### src/shared/owc_pkg.sv
// Purpose: Shared constants and types for the oscillator warm-up counter.
// Assumes: Control bytes arrive as plain ports; no register bus.
// Notes:   Field positions and codes of the two timer control bytes.
package owc_pkg;

    // Lower timer control byte fields
    localparam int       LTC_MODE_LSB     = 0;
    localparam int       LTC_SRC_LSB      = 4;
    localparam int       LTC_FLOP_BIT     = 7;
    localparam logic [2:0] LTC_MODE_CASCADE = 3'h3;
    localparam logic [2:0] LTC_SRC_LOW      = 3'h4;
    localparam logic [2:0] LTC_SRC_HIGH     = 3'h6;

    // Upper timer control byte fields
    localparam int       UTC_MODE_LSB     = 0;
    localparam int       UTC_START_BIT    = 3;
    localparam int       UTC_FLOP_BIT     = 7;
    localparam logic [2:0] UTC_MODE_WARM    = 3'h5;

    // Values after reset
    localparam logic [15:0] CNT_RESET  = 16'h0000;
    localparam logic        FLAG_RESET = 1'b0;

    // One step of the high period byte is this many source ticks
    localparam int       STEP_TICKS       = 256;
    // Nominal source rates and the spans they give (ns)
    localparam longint   LOW_FREQ_HZ      = 32768;
    localparam longint   HIGH_FREQ_HZ     = 16000000;
    localparam longint   LOW_MIN_NS       = (longint'(STEP_TICKS) * 1000000000) / LOW_FREQ_HZ;
    localparam longint   HIGH_MIN_NS      = (longint'(STEP_TICKS) * 1000000000) / HIGH_FREQ_HZ;

    // Control bundle written by software
    typedef struct packed {
        logic [7:0] lower_timer_control;
        logic [7:0] upper_timer_control;
        logic [7:0] period_high_byte;
        logic [7:0] period_low_byte;
    } owc_ctrl_t;

    // Sequencer states, Gray coded along idle -> run -> hit
    typedef enum logic [1:0] {
        OWC_IDLE = 2'h0,
        OWC_RUN  = 2'h1,
        OWC_HIT  = 2'h3
    } owc_state_t;

endpackage

### src/design/owc_edge.sv
// Purpose: Rising-edge detector for one oscillator level.
// Assumes: Oscillator level is synchronous to clock.
// Notes:   Pulse is one clock cycle wide per source rising edge.
`timescale 1ns/1ns
`default_nettype none
module owc_edge (
    // Clock and reset
    input  wire logic clock,
    input  wire logic rst_b,
    // Source level and edge pulse
    input  wire logic level,
    output logic      rise
);
    import owc_pkg::*;

    logic prev_reg;
    logic prev_next;

    // Remember the last level
    always_comb begin
        prev_next = level;
    end

    always_ff @(posedge clock) begin
        if (!rst_b) begin
            prev_reg <= FLAG_RESET;
        end else begin
            prev_reg <= prev_next;
        end
    end

    // Edge pulse
    assign rise = level & ~prev_reg;
endmodule
`default_nettype wire

### src/design/owc_counter.sv
// Purpose: 16-bit warm-up counter built from two cascaded 8-bit timers.
// Assumes: Oscillator levels are synchronous inputs; software keeps its own sequence.
// Notes:   Only the high period byte sets the span; the low byte is ignored.
//
// Operation
// - Started counter counts; match clears it, raises irq.
// - Slow warm-up spans 7.81 ms to 1.99 s.
// - Fast warm-up spans 16 us to 4.08 ms.
// - Lower control 43H selects slow source, cascade.
// - Lower control 63H selects fast source, cascade.
// - Upper control 05H selects warm-up mode, flop clear.
// - Match compares only the high period byte.
// - Two 8-bit timers cascade into 16 bits.
`timescale 1ns/1ns
`default_nettype none
module owc_counter (
    // Clock and reset
    input  wire logic              clock,
    input  wire logic              rst_b,
    // Oscillator levels
    input  wire logic              low_freq_clock,
    input  wire logic              high_freq_clock,
    // Software control bundle
    input  wire owc_pkg::owc_ctrl_t ctrl,
    // Status and event
    output logic [15:0]            count_value,
    output logic                   timer_match_irq,
    output logic                   warm_active,
    output logic                   upper_flop_out,
    output logic                   lower_flop_out
);
    import owc_pkg::*;

    logic        low_rise;
    logic        high_rise;
    logic [2:0]  src_sel;
    logic        mode_ok;
    logic        run;
    logic        src_tick;
    logic [15:0] inc;
    logic        hit;

    owc_state_t  state_reg;
    owc_state_t  state_next;
    logic [15:0] cnt_reg;
    logic [15:0] cnt_next;
    logic        irq_reg;
    logic        irq_next;
    logic        warm_reg;
    logic        warm_next;
    logic        uflop_reg;
    logic        uflop_next;
    logic        lflop_reg;
    logic        lflop_next;

    // Edge finders for the two sources
    owc_edge u_low_edge (
        .clock (clock),
        .rst_b (rst_b),
        .level (low_freq_clock),
        .rise  (low_rise)
    );
    owc_edge u_high_edge (
        .clock (clock),
        .rst_b (rst_b),
        .level (high_freq_clock),
        .rise  (high_rise)
    );

    // Mode decode of both control bytes
    assign src_sel = ctrl.lower_timer_control[LTC_SRC_LSB +: 3];
    assign mode_ok = (ctrl.lower_timer_control[LTC_MODE_LSB +: 3] == LTC_MODE_CASCADE) &&
                     (ctrl.upper_timer_control[UTC_MODE_LSB +: 3] == UTC_MODE_WARM) &&
                     ((src_sel == LTC_SRC_LOW) || (src_sel == LTC_SRC_HIGH));
    assign run     = mode_ok && ctrl.upper_timer_control[UTC_START_BIT];

    // Count source follows the lower control byte
    assign src_tick = (src_sel == LTC_SRC_LOW) ? low_rise : high_rise;

    // Cascade: carry from the low byte into the high byte
    assign inc = 16'(cnt_reg + 16'h0001);
    // Only the upper byte is compared, taken at the carry into it, so the span is a
    // multiple of 256 ticks; a zero high byte waits for the full 16-bit wrap
    assign hit = run && src_tick && (inc[15:8] == ctrl.period_high_byte) && (inc[7:0] == 8'h00);

    // Sequencer and counter next values
    always_comb begin
        state_next = state_reg;
        cnt_next   = cnt_reg;
        irq_next   = 1'b0;
        unique case (state_reg)
            OWC_IDLE: begin
                cnt_next = CNT_RESET;
                if (run) begin
                    state_next = OWC_RUN;
                end
            end
            OWC_RUN, OWC_HIT: begin
                if (!run) begin
                    // Stopping also clears, so a restart measures a full span
                    state_next = OWC_IDLE;
                    cnt_next   = CNT_RESET;
                end else if (hit) begin
                    state_next = OWC_HIT;
                    cnt_next   = CNT_RESET;
                    irq_next   = 1'b1;
                end else begin
                    state_next = OWC_RUN;
                    if (src_tick) begin
                        cnt_next = inc;
                    end
                end
            end
            default: begin
                state_next = OWC_IDLE;
                cnt_next   = CNT_RESET;
            end
        endcase
        // Busy flag registered beside the state so the output comes from a flop
        warm_next = (state_next != OWC_IDLE);
    end

    always_ff @(posedge clock) begin
        if (!rst_b) begin
            state_reg <= OWC_IDLE;
            cnt_reg   <= CNT_RESET;
            irq_reg   <= FLAG_RESET;
            warm_reg  <= FLAG_RESET;
        end else begin
            state_reg <= state_next;
            cnt_reg   <= cnt_next;
            irq_reg   <= irq_next;
            warm_reg  <= warm_next;
        end
    end

    // Output flops mirror the init bits; kept low in warm-up by software
    always_comb begin
        uflop_next = ctrl.upper_timer_control[UTC_FLOP_BIT];
        lflop_next = ctrl.lower_timer_control[LTC_FLOP_BIT];
    end

    always_ff @(posedge clock) begin
        if (!rst_b) begin
            uflop_reg <= FLAG_RESET;
            lflop_reg <= FLAG_RESET;
        end else begin
            uflop_reg <= uflop_next;
            lflop_reg <= lflop_next;
        end
    end

    // All outputs straight from flops
    assign count_value     = cnt_reg;
    assign timer_match_irq = irq_reg;
    assign warm_active     = warm_reg;
    assign upper_flop_out  = uflop_reg;
    assign lower_flop_out  = lflop_reg;
endmodule
`default_nettype wire

### config.mk
export PLATFORM = sky130hd
export DESIGN_NAME = owc_counter
export DESIGN_NICKNAME = d
export VERILOG_FILES = /design/src/shared/owc_pkg.sv /design/src/design/owc_edge.sv /design/src/design/owc_counter.sv
export SDC_FILE = /design/constraint.sdc
export NUM_CORES = 1
export LEC_CHECK = 0
export BUFFER_PORTS_ARGS = -buffer_cell sky130_fd_sc_hd__buf_2
export CAP_MARGIN = 20
export CORE_ASPECT_RATIO = 1.1
export CORE_MARGIN = 1.5
export CORE_UTILIZATION = 40
export DETAILED_ROUTE_END_ITERATION = 10
export GPL_TIMING_DRIVEN = 0
export PLACE_DENSITY = 0.69
export SLEW_MARGIN = 40
export SYNTH_ARGS = -nofsm -noshare
export SYNTH_HDL_FRONTEND = slang
export SYNTH_SLANG_ARGS = --single-unit
### constraint.sdc
create_clock -name clock -period 2.1 [get_ports clock]
set_clock_uncertainty 0.05 [all_clocks]
set_input_delay 0.63 -clock clock [delete_from_list [all_inputs] [get_ports clock]]
set_output_delay 0.63 -clock clock [all_outputs]
set_load 0.01 [all_outputs]
==> results.py, run 1 <==
metrics = {
    "power": {
        "worst_ir_drop_vdd_v": 0.000257,
        "p_per_area_nw_per_um2": 369,
        "leakagePower_nw": 0.941,
        "p_total_uw": 781,
    },
    "worst_setup_path": {
        "slowest_stage": "or4_4",
        "critical_path_class": "reg2reg",
        "cpMostUsedCell": "buf_4",
        "worst_path_largest_cell_delay_ps": 450,
        "path_cells": "buf_4 -> nand3_2 -> or4_4 -> a2bb2o_4 -> nor4_4 -> buf_4 -> and4b_1",
        "cp_data_required_time_ps": 2320,
        "crit_path_max_fanout": 3,
        "r2r_cells": 7,
        "cp_data_arrival_time_ps": 2290,
        "worstSetupStartpointType": "register",
        "end_kind": "register",
    },
    "clock_tree": {
        "cts.sinks": 24,
        "path_clk_slew_ps": 130,
        "htree_levels": 1,
        "cts_buffer_depth": 2,
        "clk_root_buffer_cell": "clkbuf_4",
        "numCtsBuffers": 3,
        "cts.hold.buffers_added": 0,
        "clkLatencyLatePin_ps": 320,
        "cts_tree": "done",
    },
    "final_layout": {
        "diodes": 0,
        "final_cell_mix": "buf_2 (44), buf_4 (24), xor2_1 (18)",
        "num-fill-cells": 296,
        "drive_gt1_frac": 0.511,
        "final_util": 0.630,
        "mostFrequentLayoutCell": "buf_2",
        "area_growth_pct": 49.1,
        "largest_reg_flops": 16,
        "design_area_sq_um": 2120,
        "nNetsFinal": 261,
    },
    "yosys": {
        "synth_area_leaders": "dfxtp_1 (34%), xor2_1 (11%), xnor2_1 (6.8%)",
        "synth.top_cell.area_share": 0.338,
        "netlist_instances": 153,
        "syn-num-nets": 190,
        "ys_seq_elements": 24,
        "synth_area_sq_um": 1420,
        "seq_area_frac_synth": 0.338,
        "yosysTopAreaCell": "dfxtp_1",
        "avgSynthCellArea_sq_um": 9.28,
        "ys_warn_count": 0,
        "ys_types": 40,
    },
    "die": {
        "die_h_um": 65.5,
        "die_area_sq_um": 3920,
        "start_util": 0.423,
        "core_sq_um": 3360,
        "die_w_um": 59.8,
        "rows": 22,
        "io_pins": 56,
    },
    "routing": {
        "drcViolationCount": 0,
        "wire_per_inst_um": 14.1,
        "drt-initial-drc-count": 54,
        "vias": 1420,
        "drtAntennaViolNets": 0,
        "drt_pass1_iterations": 4,
        "vias_per_cell": 5.24,
        "wl_um": 3810,
    },
    "global_routing": {
        "grt_pass1_wl_um": 5600,
        "grt_pass1_vias": 1265,
        "grt_util_all_layers": 0.187,
        "overflow": 0,
        "antenna_found_initial": 0,
        "grt_max_degree": 14,
    },
    "worst_hold_path": {
        "hp-class": "in2reg",
        "hold_depth": 2,
    },
    "placed_design": {
        "routabilityCongestion": 0.888,
        "place_area_sq_um": 1740,
        "io_buffers": 43,
        "place_hpwl_um": 2530,
    },
    "timing": {
        "fmax_mhz": 484,
        "drv_slew": 0,
        "finalHoldViolations": 0,
        "post-route-period-util": 0.985,
        "post-route-min-period_ps": 2070,
        "worst-slew-pin-transition_ps": 429,
        "max_slew_margin": 0.706,
        "setup_viol": 0,
    },
    "run": {
        "max_cap_violations": 0,
    },
    "outcome": {
        "status": "complete, no violations",
    },
}
==> final cells by class <==
type / count / area (sq um) / share of cell area
sequential: 24 / 524 / 0.248
buffer: 6 / 48.8 / 0.0230
multi-input combinational: 120 / 1040 / 0.490
tap: 48 / 60.1 / 0.0284
inverter: 1 / 3.75 / 0.00177
timing repair buffer: 68 / 407 / 0.192
clock buffer: 4 / 36.3 / 0.0171
==> repair_timing <==
action | in CTS | in global routing
buffers inserted | 13 | 11
resized for setup | 29 | 19
pin swaps | 4 | 5
setup endpoints to repair | 18 | 12
gates cloned | 1 | 0
==> metrics by stage <==
| stage | hold slack [ps] | setup WS (ps) | cells | setup TNS [ps] |
|---|---|---|---|---|
| detailed placement | 493 | -570 | 244 | -7550 |
| global placement | 472 | -528 | 244 | -6710 |
| floorplan | 455 | 5.86 | 153 | 0 |
| CTS | 457 | -24.6 | 261 | -130 |
| finish | 459 | 31.8 | 271 | 0 |
| global route | 437 | -47.1 | 271 | -338 |
==> worst paths after layout <==
path | start | endpoint | slack, ps
max | count_value[0] | timer_match_irq | 30
min | ctrl[31] | lower_flop_out | 460
max reg2reg | count_value[0] | timer_match_irq | 30
min reg2reg | state_reg[0] | count_value[0] | 520
==> worst max-delay path: cells and delay by family (launching register included) <==
kind | cells | cell delay (ps)
flops | 1 | 400
buf+inv | 2 | 310
simple gates | 4 | 1020
compound gates | 1 | 240
==> power breakdown <==
group | switching, mW | internal, mW | total, mW
Combinational | 0.0426 | 0.0443 | 0.0868
Clock | 0.141 | 0.106 | 0.247
Sequential | 0.000914 | 0.446 | 0.447
==> cells in the mapped netlist <==
cell,instances
dfxtp_1,24
xor2_1,18
nor2_1,12
xnor2_1,11
a311oi_1,10
nand2_1,10
and2_1,6
nand3_1,6
nand4_1,6
and3_1,4
buf_2,4
clkbuf_1,3
mux2i_1,3
nand2b_1,3
nor2b_1,3
a31oi_1,2
and4b_1,2
nand3b_1,2
nor3_1,2
nor4b_1,2
a2111oi_0,1
a211oi_2,1
a21boi_0,1
a2bb2o_4,1
and3b_1,1
buf_6,1
ha_1,1
inv_1,1
nand3_2,1
nand4_2,1
nand4bb_1,1
nor3b_1,1
nor4_1,1
nor4_2,1
nor4_4,1
o2111a_1,1
o21bai_1,1
or3_1,1
or3b_2,1
or4_4,1
==> layer usage <==
metal,vias to the layer above,track usage,wire (um)
met5,-,0,0
met4,0,0.0417,32
met3,3,0.0236,148
met2,43,0.327,1990
met1,678,0.240,1640
li1,696,-,-
==> logic make-up (layout without fill, tap and decap cells) <==
family,after synthesis,after routing,share of synthesized area
adder cells (fa/ha/maj),1,1,0.00881
multiplexers,3,3,0.0211
AO/OA/AOI/OAI,18,18,0.118
flip-flops,24,24,0.338
XOR/XNOR,29,29,0.179
AND/OR/NAND/NOR,69,69,0.302
buffers and inverters,9,79,0.0326
Power figures use the tool's default switching activity.
==> run 2, diff against run 1 <==
--- a/config.mk
+++ b/config.mk
@@ -12,7 +12,7 @@
 export CORE_UTILIZATION = 40
 export DETAILED_ROUTE_END_ITERATION = 10
 export GPL_TIMING_DRIVEN = 0
-export PLACE_DENSITY = 0.69
+export PLACE_DENSITY = 0.67
 export SLEW_MARGIN = 40
 export SYNTH_ARGS = -nofsm -noshare
 export SYNTH_HDL_FRONTEND = slang
==> constraint.sdc (replaced) <==
create_clock -name clock -period 2.4 [get_ports clock]
set_clock_uncertainty 0.05 [all_clocks]
set_input_delay 0.72 -clock clock [delete_from_list [all_inputs] [get_ports clock]]
set_output_delay 0.72 -clock clock [all_outputs]
set_load 0.01 [all_outputs]
==> results.py, run 2 (same netlist as run 1, synthesis figures left out) <==
metrics = {
    "worst_setup_path": {
        "path_cells": "buf_2 -> nand4_4 -> or4_4 -> a2bb2o_4 -> nor4_4 -> buf_6 -> a311oi_1",
        "end_kind": "register",
        "endpoint": "count_value[11]",
        "timing.rr.start": "count_value[6]",
        "cp_data_required_time_ps": 2550,
        "r2r_end": "count_value[11]",
        "setup.worst_path.start": "count_value[6]",
        "worst_path_largest_cell_delay_ps": 550,
        "cp_data_arrival_time_ps": 2420,
        "crit_path_max_fanout": 10,
        "r2r_slack_ps": 130,
        "critical_path_class": "reg2reg",
        "r2r_cells": 7,
        "cp_num_cells": 7,
        "cp_num_buf_inv": 2,
        "worstSetupStartpointType": "register",
        "crit_family": "simple AND/OR/NAND/NOR gates",
        "slowest_stage": "or4_4",
    },
    "timing": {
        "rsz0062_at_grt": "no",
        "fmax_mhz": 440,
        "post-route-period-util": 0.947,
        "drv_slew": 0,
        "worst-slew-pin-transition_ps": 466,
        "post-route-min-period_ps": 2270,
        "finalHoldViolations": 0,
        "setup_viol": 0,
        "max_slew_margin": 0.689,
        "whs_ps": 508,
    },
    "power": {
        "worst_ir_drop_vdd_v": 0.000203,
        "p_total_uw": 657,
        "leakagePower_nw": 0.760,
        "p_per_area_nw_per_um2": 364,
    },
    "routing": {
        "vias": 1352,
        "drt_pass1_iterations": 4,
        "drtAntennaViolNets": 0,
        "wire_per_inst_um": 14.2,
        "drcViolationCount": 0,
        "wl_um": 3530,
        "vias_per_cell": 5.43,
        "drt-initial-drc-count": 75,
    },
    "die": {
        "core_sq_um": 3360,
        "rows": 22,
        "die_h_um": 65.5,
        "start_util": 0.423,
        "die_area_sq_um": 3920,
        "io_pins": 56,
        "die_w_um": 59.8,
    },
    "placed_design": {
        "io_buffers": 43,
        "place_hpwl_um": 2580,
        "routabilityCongestion": 0.880,
    },
    "final_layout": {
        "diodes": 0,
        "drive_gt1_frac": 0.348,
        "largest_reg_flops": 16,
        "nNetsFinal": 240,
        "final_cell_mix": "buf_2 (47), dfxtp_1 (22), xor2_1 (18)",
        "final_util": 0.537,
        "num-fill-cells": 330,
        "mostFrequentLayoutCell": "buf_2",
        "area_growth_pct": 26.9,
    },
    "global_routing": {
        "grt_max_degree": 13,
        "grt_pass1_vias": 1278,
        "antenna_found_initial": 0,
        "overflow": 0,
        "grt_util_all_layers": 0.184,
        "grt_pass1_wl_um": 5540,
    },
    "run": {
        "max_cap_violations": 0,
    },
    "clock_tree": {
        "clk_root_buffer_cell": "clkbuf_4",
        "cts.hold.buffers_added": 0,
        "numCtsBuffers": 3,
        "cts_buffer_depth": 2,
        "clkLatencyLatePin_ps": 330,
        "cts.sinks": 24,
        "cts_tree": "done",
        "path_clk_slew_ps": 140,
        "htree_levels": 1,
    },
    "outcome": {
        "status": "complete, no violations",
    },
    "worst_hold_path": {
        "hp-class": "reg2reg",
    },
}
run 2: worst min-delay path by stage:
stage / startpoint / endpoint / slack (ps) / depth (start not counted)
after floorplan: state_reg[1] / state_reg[0] / 450 / 2
after global placement: state_reg[1] / state_reg[0] / 480 / 2
after detailed placement: state_reg[1] / state_reg[0] / 490 / 2
after CTS: state_reg[1] / state_reg[0] / 520 / 2
after global routing: state_reg[1] / state_reg[0] / 550 / 2
final: state_reg[1] / state_reg[0] / 510 / 2
run 2: worst register-to-register path, delay by kind of cell, from the launching register on:
family | cells | cell delay [ps]
AND/OR/NAND/NOR | 3 | 1020
flip-flops | 1 | 350
buffers and inverters | 2 | 400
AO/OA/AOI/OAI | 2 | 330
run 2: area by class of cell:
class | instances | area [sq um] | share of cell area
multi-input combinational | 120 | 955 | 0.530
sequential | 24 | 483 | 0.268
timing repair buffer | 46 | 238 | 0.132
tap | 48 | 60.1 | 0.0333
buffer | 7 | 40.0 | 0.0222
clock buffer | 3 | 22.5 | 0.0125
inverter | 1 | 3.75 | 0.00208
run 2: timing repair:
| item | 4_1_cts | 5_1_grt |
|---|---|---|
| cloned | 0 | 0 |
| resized for setup | 3 | 10 |
| setup endpoints to repair | 10 | 13 |
| setup buffers | 0 | 3 |
run 2: power by group:
part           switching, mW  total (mW)  internal, mW
sequential          0.000656       0.403         0.402
clock                  0.123       0.182        0.0589
combinational         0.0342      0.0722        0.0380
run 2: through the flow:
| step | cells | instance area, sq um | worst slack [ps] | TNS (ps) |
|---|---|---|---|---|
| finish | 249 | 1800 | 127 | 0 |
| global route | 249 | 1800 | 7.50 | 0 |
| CTS | 247 | 1730 | 9.13 | 0 |
| detailed placement | 244 | 1700 | -377 | -5160 |
| global placement | 244 | 1700 | -412 | -5550 |
| floorplan | 153 | 1420 | 94.3 | 0 |
run 2: routing by layer:
| metal | global-route usage | routed length (um) |
|---|---|---|
| met2 | 0.304 | 1760 |
| met5 | 0 | 0 |
| met4 | 0.0750 | 33 |
| met3 | 0.0276 | 175 |
| met1 | 0.235 | 1560 |
==> run 3, diff against run 2 <==
--- a/config.mk
+++ b/config.mk
@@ -7,12 +7,14 @@
 export LEC_CHECK = 0
 export BUFFER_PORTS_ARGS = -buffer_cell sky130_fd_sc_hd__buf_2
 export CAP_MARGIN = 20
+export CELL_PAD_IN_SITES_DETAIL_PLACEMENT = 1
+export CELL_PAD_IN_SITES_GLOBAL_PLACEMENT = 1
 export CORE_ASPECT_RATIO = 1.1
 export CORE_MARGIN = 1.5
-export CORE_UTILIZATION = 40
+export CORE_UTILIZATION = 38
 export DETAILED_ROUTE_END_ITERATION = 10
 export GPL_TIMING_DRIVEN = 0
-export PLACE_DENSITY = 0.67
+export PLACE_DENSITY = 0.84
 export SLEW_MARGIN = 40
 export SYNTH_ARGS = -nofsm -noshare
 export SYNTH_HDL_FRONTEND = slang
==> results.py, run 3 (same netlist as run 1, synthesis figures left out) <==
metrics = {
    "outcome": {
        "status": "complete, no violations",
    },
    "routing": {
        "drcViolationCount": 0,
        "drt-initial-drc-count": 24,
        "vias_per_cell": 5.40,
        "wire_per_inst_um": 16.5,
        "wl_um": 4140,
        "vias": 1356,
        "drt_pass1_iterations": 4,
        "drtAntennaViolNets": 0,
    },
    "final_layout": {
        "area_growth_pct": 31.3,
        "regArea_sq_um": 483,
        "final_util": 0.518,
        "largest_reg_flops": 16,
        "nNetsFinal": 239,
        "final_cell_mix": "buf_2 (47), dfxtp_1 (22), xor2_1 (18)",
        "diodes": 0,
        "mostFrequentLayoutCell": "buf_2",
        "drive_gt1_frac": 0.358,
        "multi_input_area_sq_um": 973,
        "num-fill-cells": 442,
    },
    "clock_tree": {
        "cts_tree": "done",
        "numCtsBuffers": 3,
        "clk_root_buffer_cell": "clkbuf_8",
        "clkLatencyLatePin_ps": 280,
        "htree_levels": 1,
        "cts.sinks": 24,
        "path_clk_slew_ps": 100,
        "cts_buffer_depth": 2,
    },
    "worst_hold_path": {
        "hp-class": "reg2reg",
    },
    "global_routing": {
        "overflow": 0,
        "grt_pass1_vias": 1330,
        "antenna_found_initial": 0,
        "grt_util_all_layers": 0.204,
        "grt_max_degree": 15,
        "grt_pass1_wl_um": 6220,
    },
    "die": {
        "start_util": 0.395,
        "rows": 23,
        "die_w_um": 61.3,
        "die_h_um": 67.1,
        "core_sq_um": 3600,
        "die_area_sq_um": 4110,
        "io_pins": 56,
    },
    "worst_setup_path": {
        "critical_path_class": "reg2reg",
        "slowest_stage": "or4_4",
        "end_kind": "register",
        "crit_path_max_fanout": 10,
        "crit_family": "simple AND/OR/NAND/NOR gates",
        "worstSetupStartpointType": "register",
        "worst_path_largest_cell_delay_ps": 580,
        "cp_data_arrival_time_ps": 2380,
        "cp_num_buf_inv": 1,
        "cp_data_required_time_ps": 2490,
        "path_cells": "nand3_4 -> or4_4 -> a2bb2o_4 -> nor4_4 -> buf_6 -> a311oi_1",
    },
    "power": {
        "leakagePower_nw": 0.794,
        "p_per_area_nw_per_um2": 452,
        "worst_ir_drop_vdd_v": 0.000171,
    },
    "timing": {
        "worst-slew-pin-transition_ps": 598,
        "max_slew_margin": 0.591,
        "fmax_mhz": 437,
        "post-route-min-period_ps": 2290,
        "fin_ws_ps": 111,
        "finalHoldViolations": 0,
        "whs_ps": 519,
        "setup_viol": 0,
        "drv_slew": 0,
        "post-route-period-util": 0.954,
    },
    "placed_design": {
        "routabilityCongestion": 0.778,
        "io_buffers": 43,
        "place_hpwl_um": 2790,
        "post-place-ws_ps": -452,
    },
    "run": {
        "max_cap_violations": 0,
    },
}
## run 3: changes by cell type in the layout (fill, tap and decap cells not counted)
cell,before,now
clkbuf_8,0,3
buf_1,0,1
nor3_4,0,1
nand3_2,0,1
nor3_2,1,0
clkbuf_1,1,0
nor2_4,0,1
bufinv_16,0,1
clkbuf_4,3,0
buf_4,3,2
nor2_1,12,11
nand3_1,6,5
## run 3: metrics by stage
| stage | cells | setup TNS [ps] | power, mW | cell area (sq um) |
|---|---|---|---|---|
| 3_3_place_gp | 246 | -5970 | 0.474 | 1700 |
| 6_report | 251 | 0 | 0.843 | 1860 |
| 4_1_cts | 250 | 0 | 0.844 | 1790 |
| 3_5_place_dp | 246 | -6410 | 0.476 | 1700 |
| 5_1_grt | 251 | -9.87 | 0.862 | 1860 |
| 2_1_floorplan | 153 | 0 | 0.444 | 1420 |
## run 3: worst paths after layout
path                     to      startpoint  cells after the start  slack [ps]
min            state_reg[0]    state_reg[1]                      2         520
max reg2reg  count_value[8]  count_value[3]                      6         110
max          count_value[8]  count_value[3]                      6         110
min reg2reg    state_reg[0]    state_reg[1]                      2         520
## run 3: report_power, final
group / switching (mW) / internal (mW)
combinational: 0.0357 / 0.0363
clock: 0.145 / 0.224
sequential: 0.000663 / 0.401
total: 0.182 / 0.661
## run 3: worst reg2reg max path, cell delays in order, from the launching register on
cell and delay (ps):
dfxtp_1 520, nand3_4 220, or4_4 590, a2bb2o_4 250, nor4_4 260, buf_6 190
a311oi_1 90
## run 3: what timing repair did
item                       4_1_cts  5_1_grt
gates resized for setup          5       12
pin swaps                        0        1
buffers inserted                 0        2
hold endpoints to repair         0        0
setup endpoints to repair       15       13
hold buffers                     0        0
## run 3: per-layer routing
metal / up-vias / wire [um] / track usage
met5: - / 0 / 0
met1: 659 / 1790 / 0.246
met4: 0 / 105 / 0.0761
met2: 37 / 2070 / 0.362
met3: 9 / 177 / 0.0252
li1: 651 / - / -
## run 3: area by class of cell
cell class              count  area share
multi-input cells         120       0.522
flip-flops and latches     24       0.259
repair buffers             45       0.123
well taps                  50      0.0336
clock buffers               3      0.0221
plain buffers               7      0.0215
clock inverters             1      0.0161
inverters                   1     0.00201
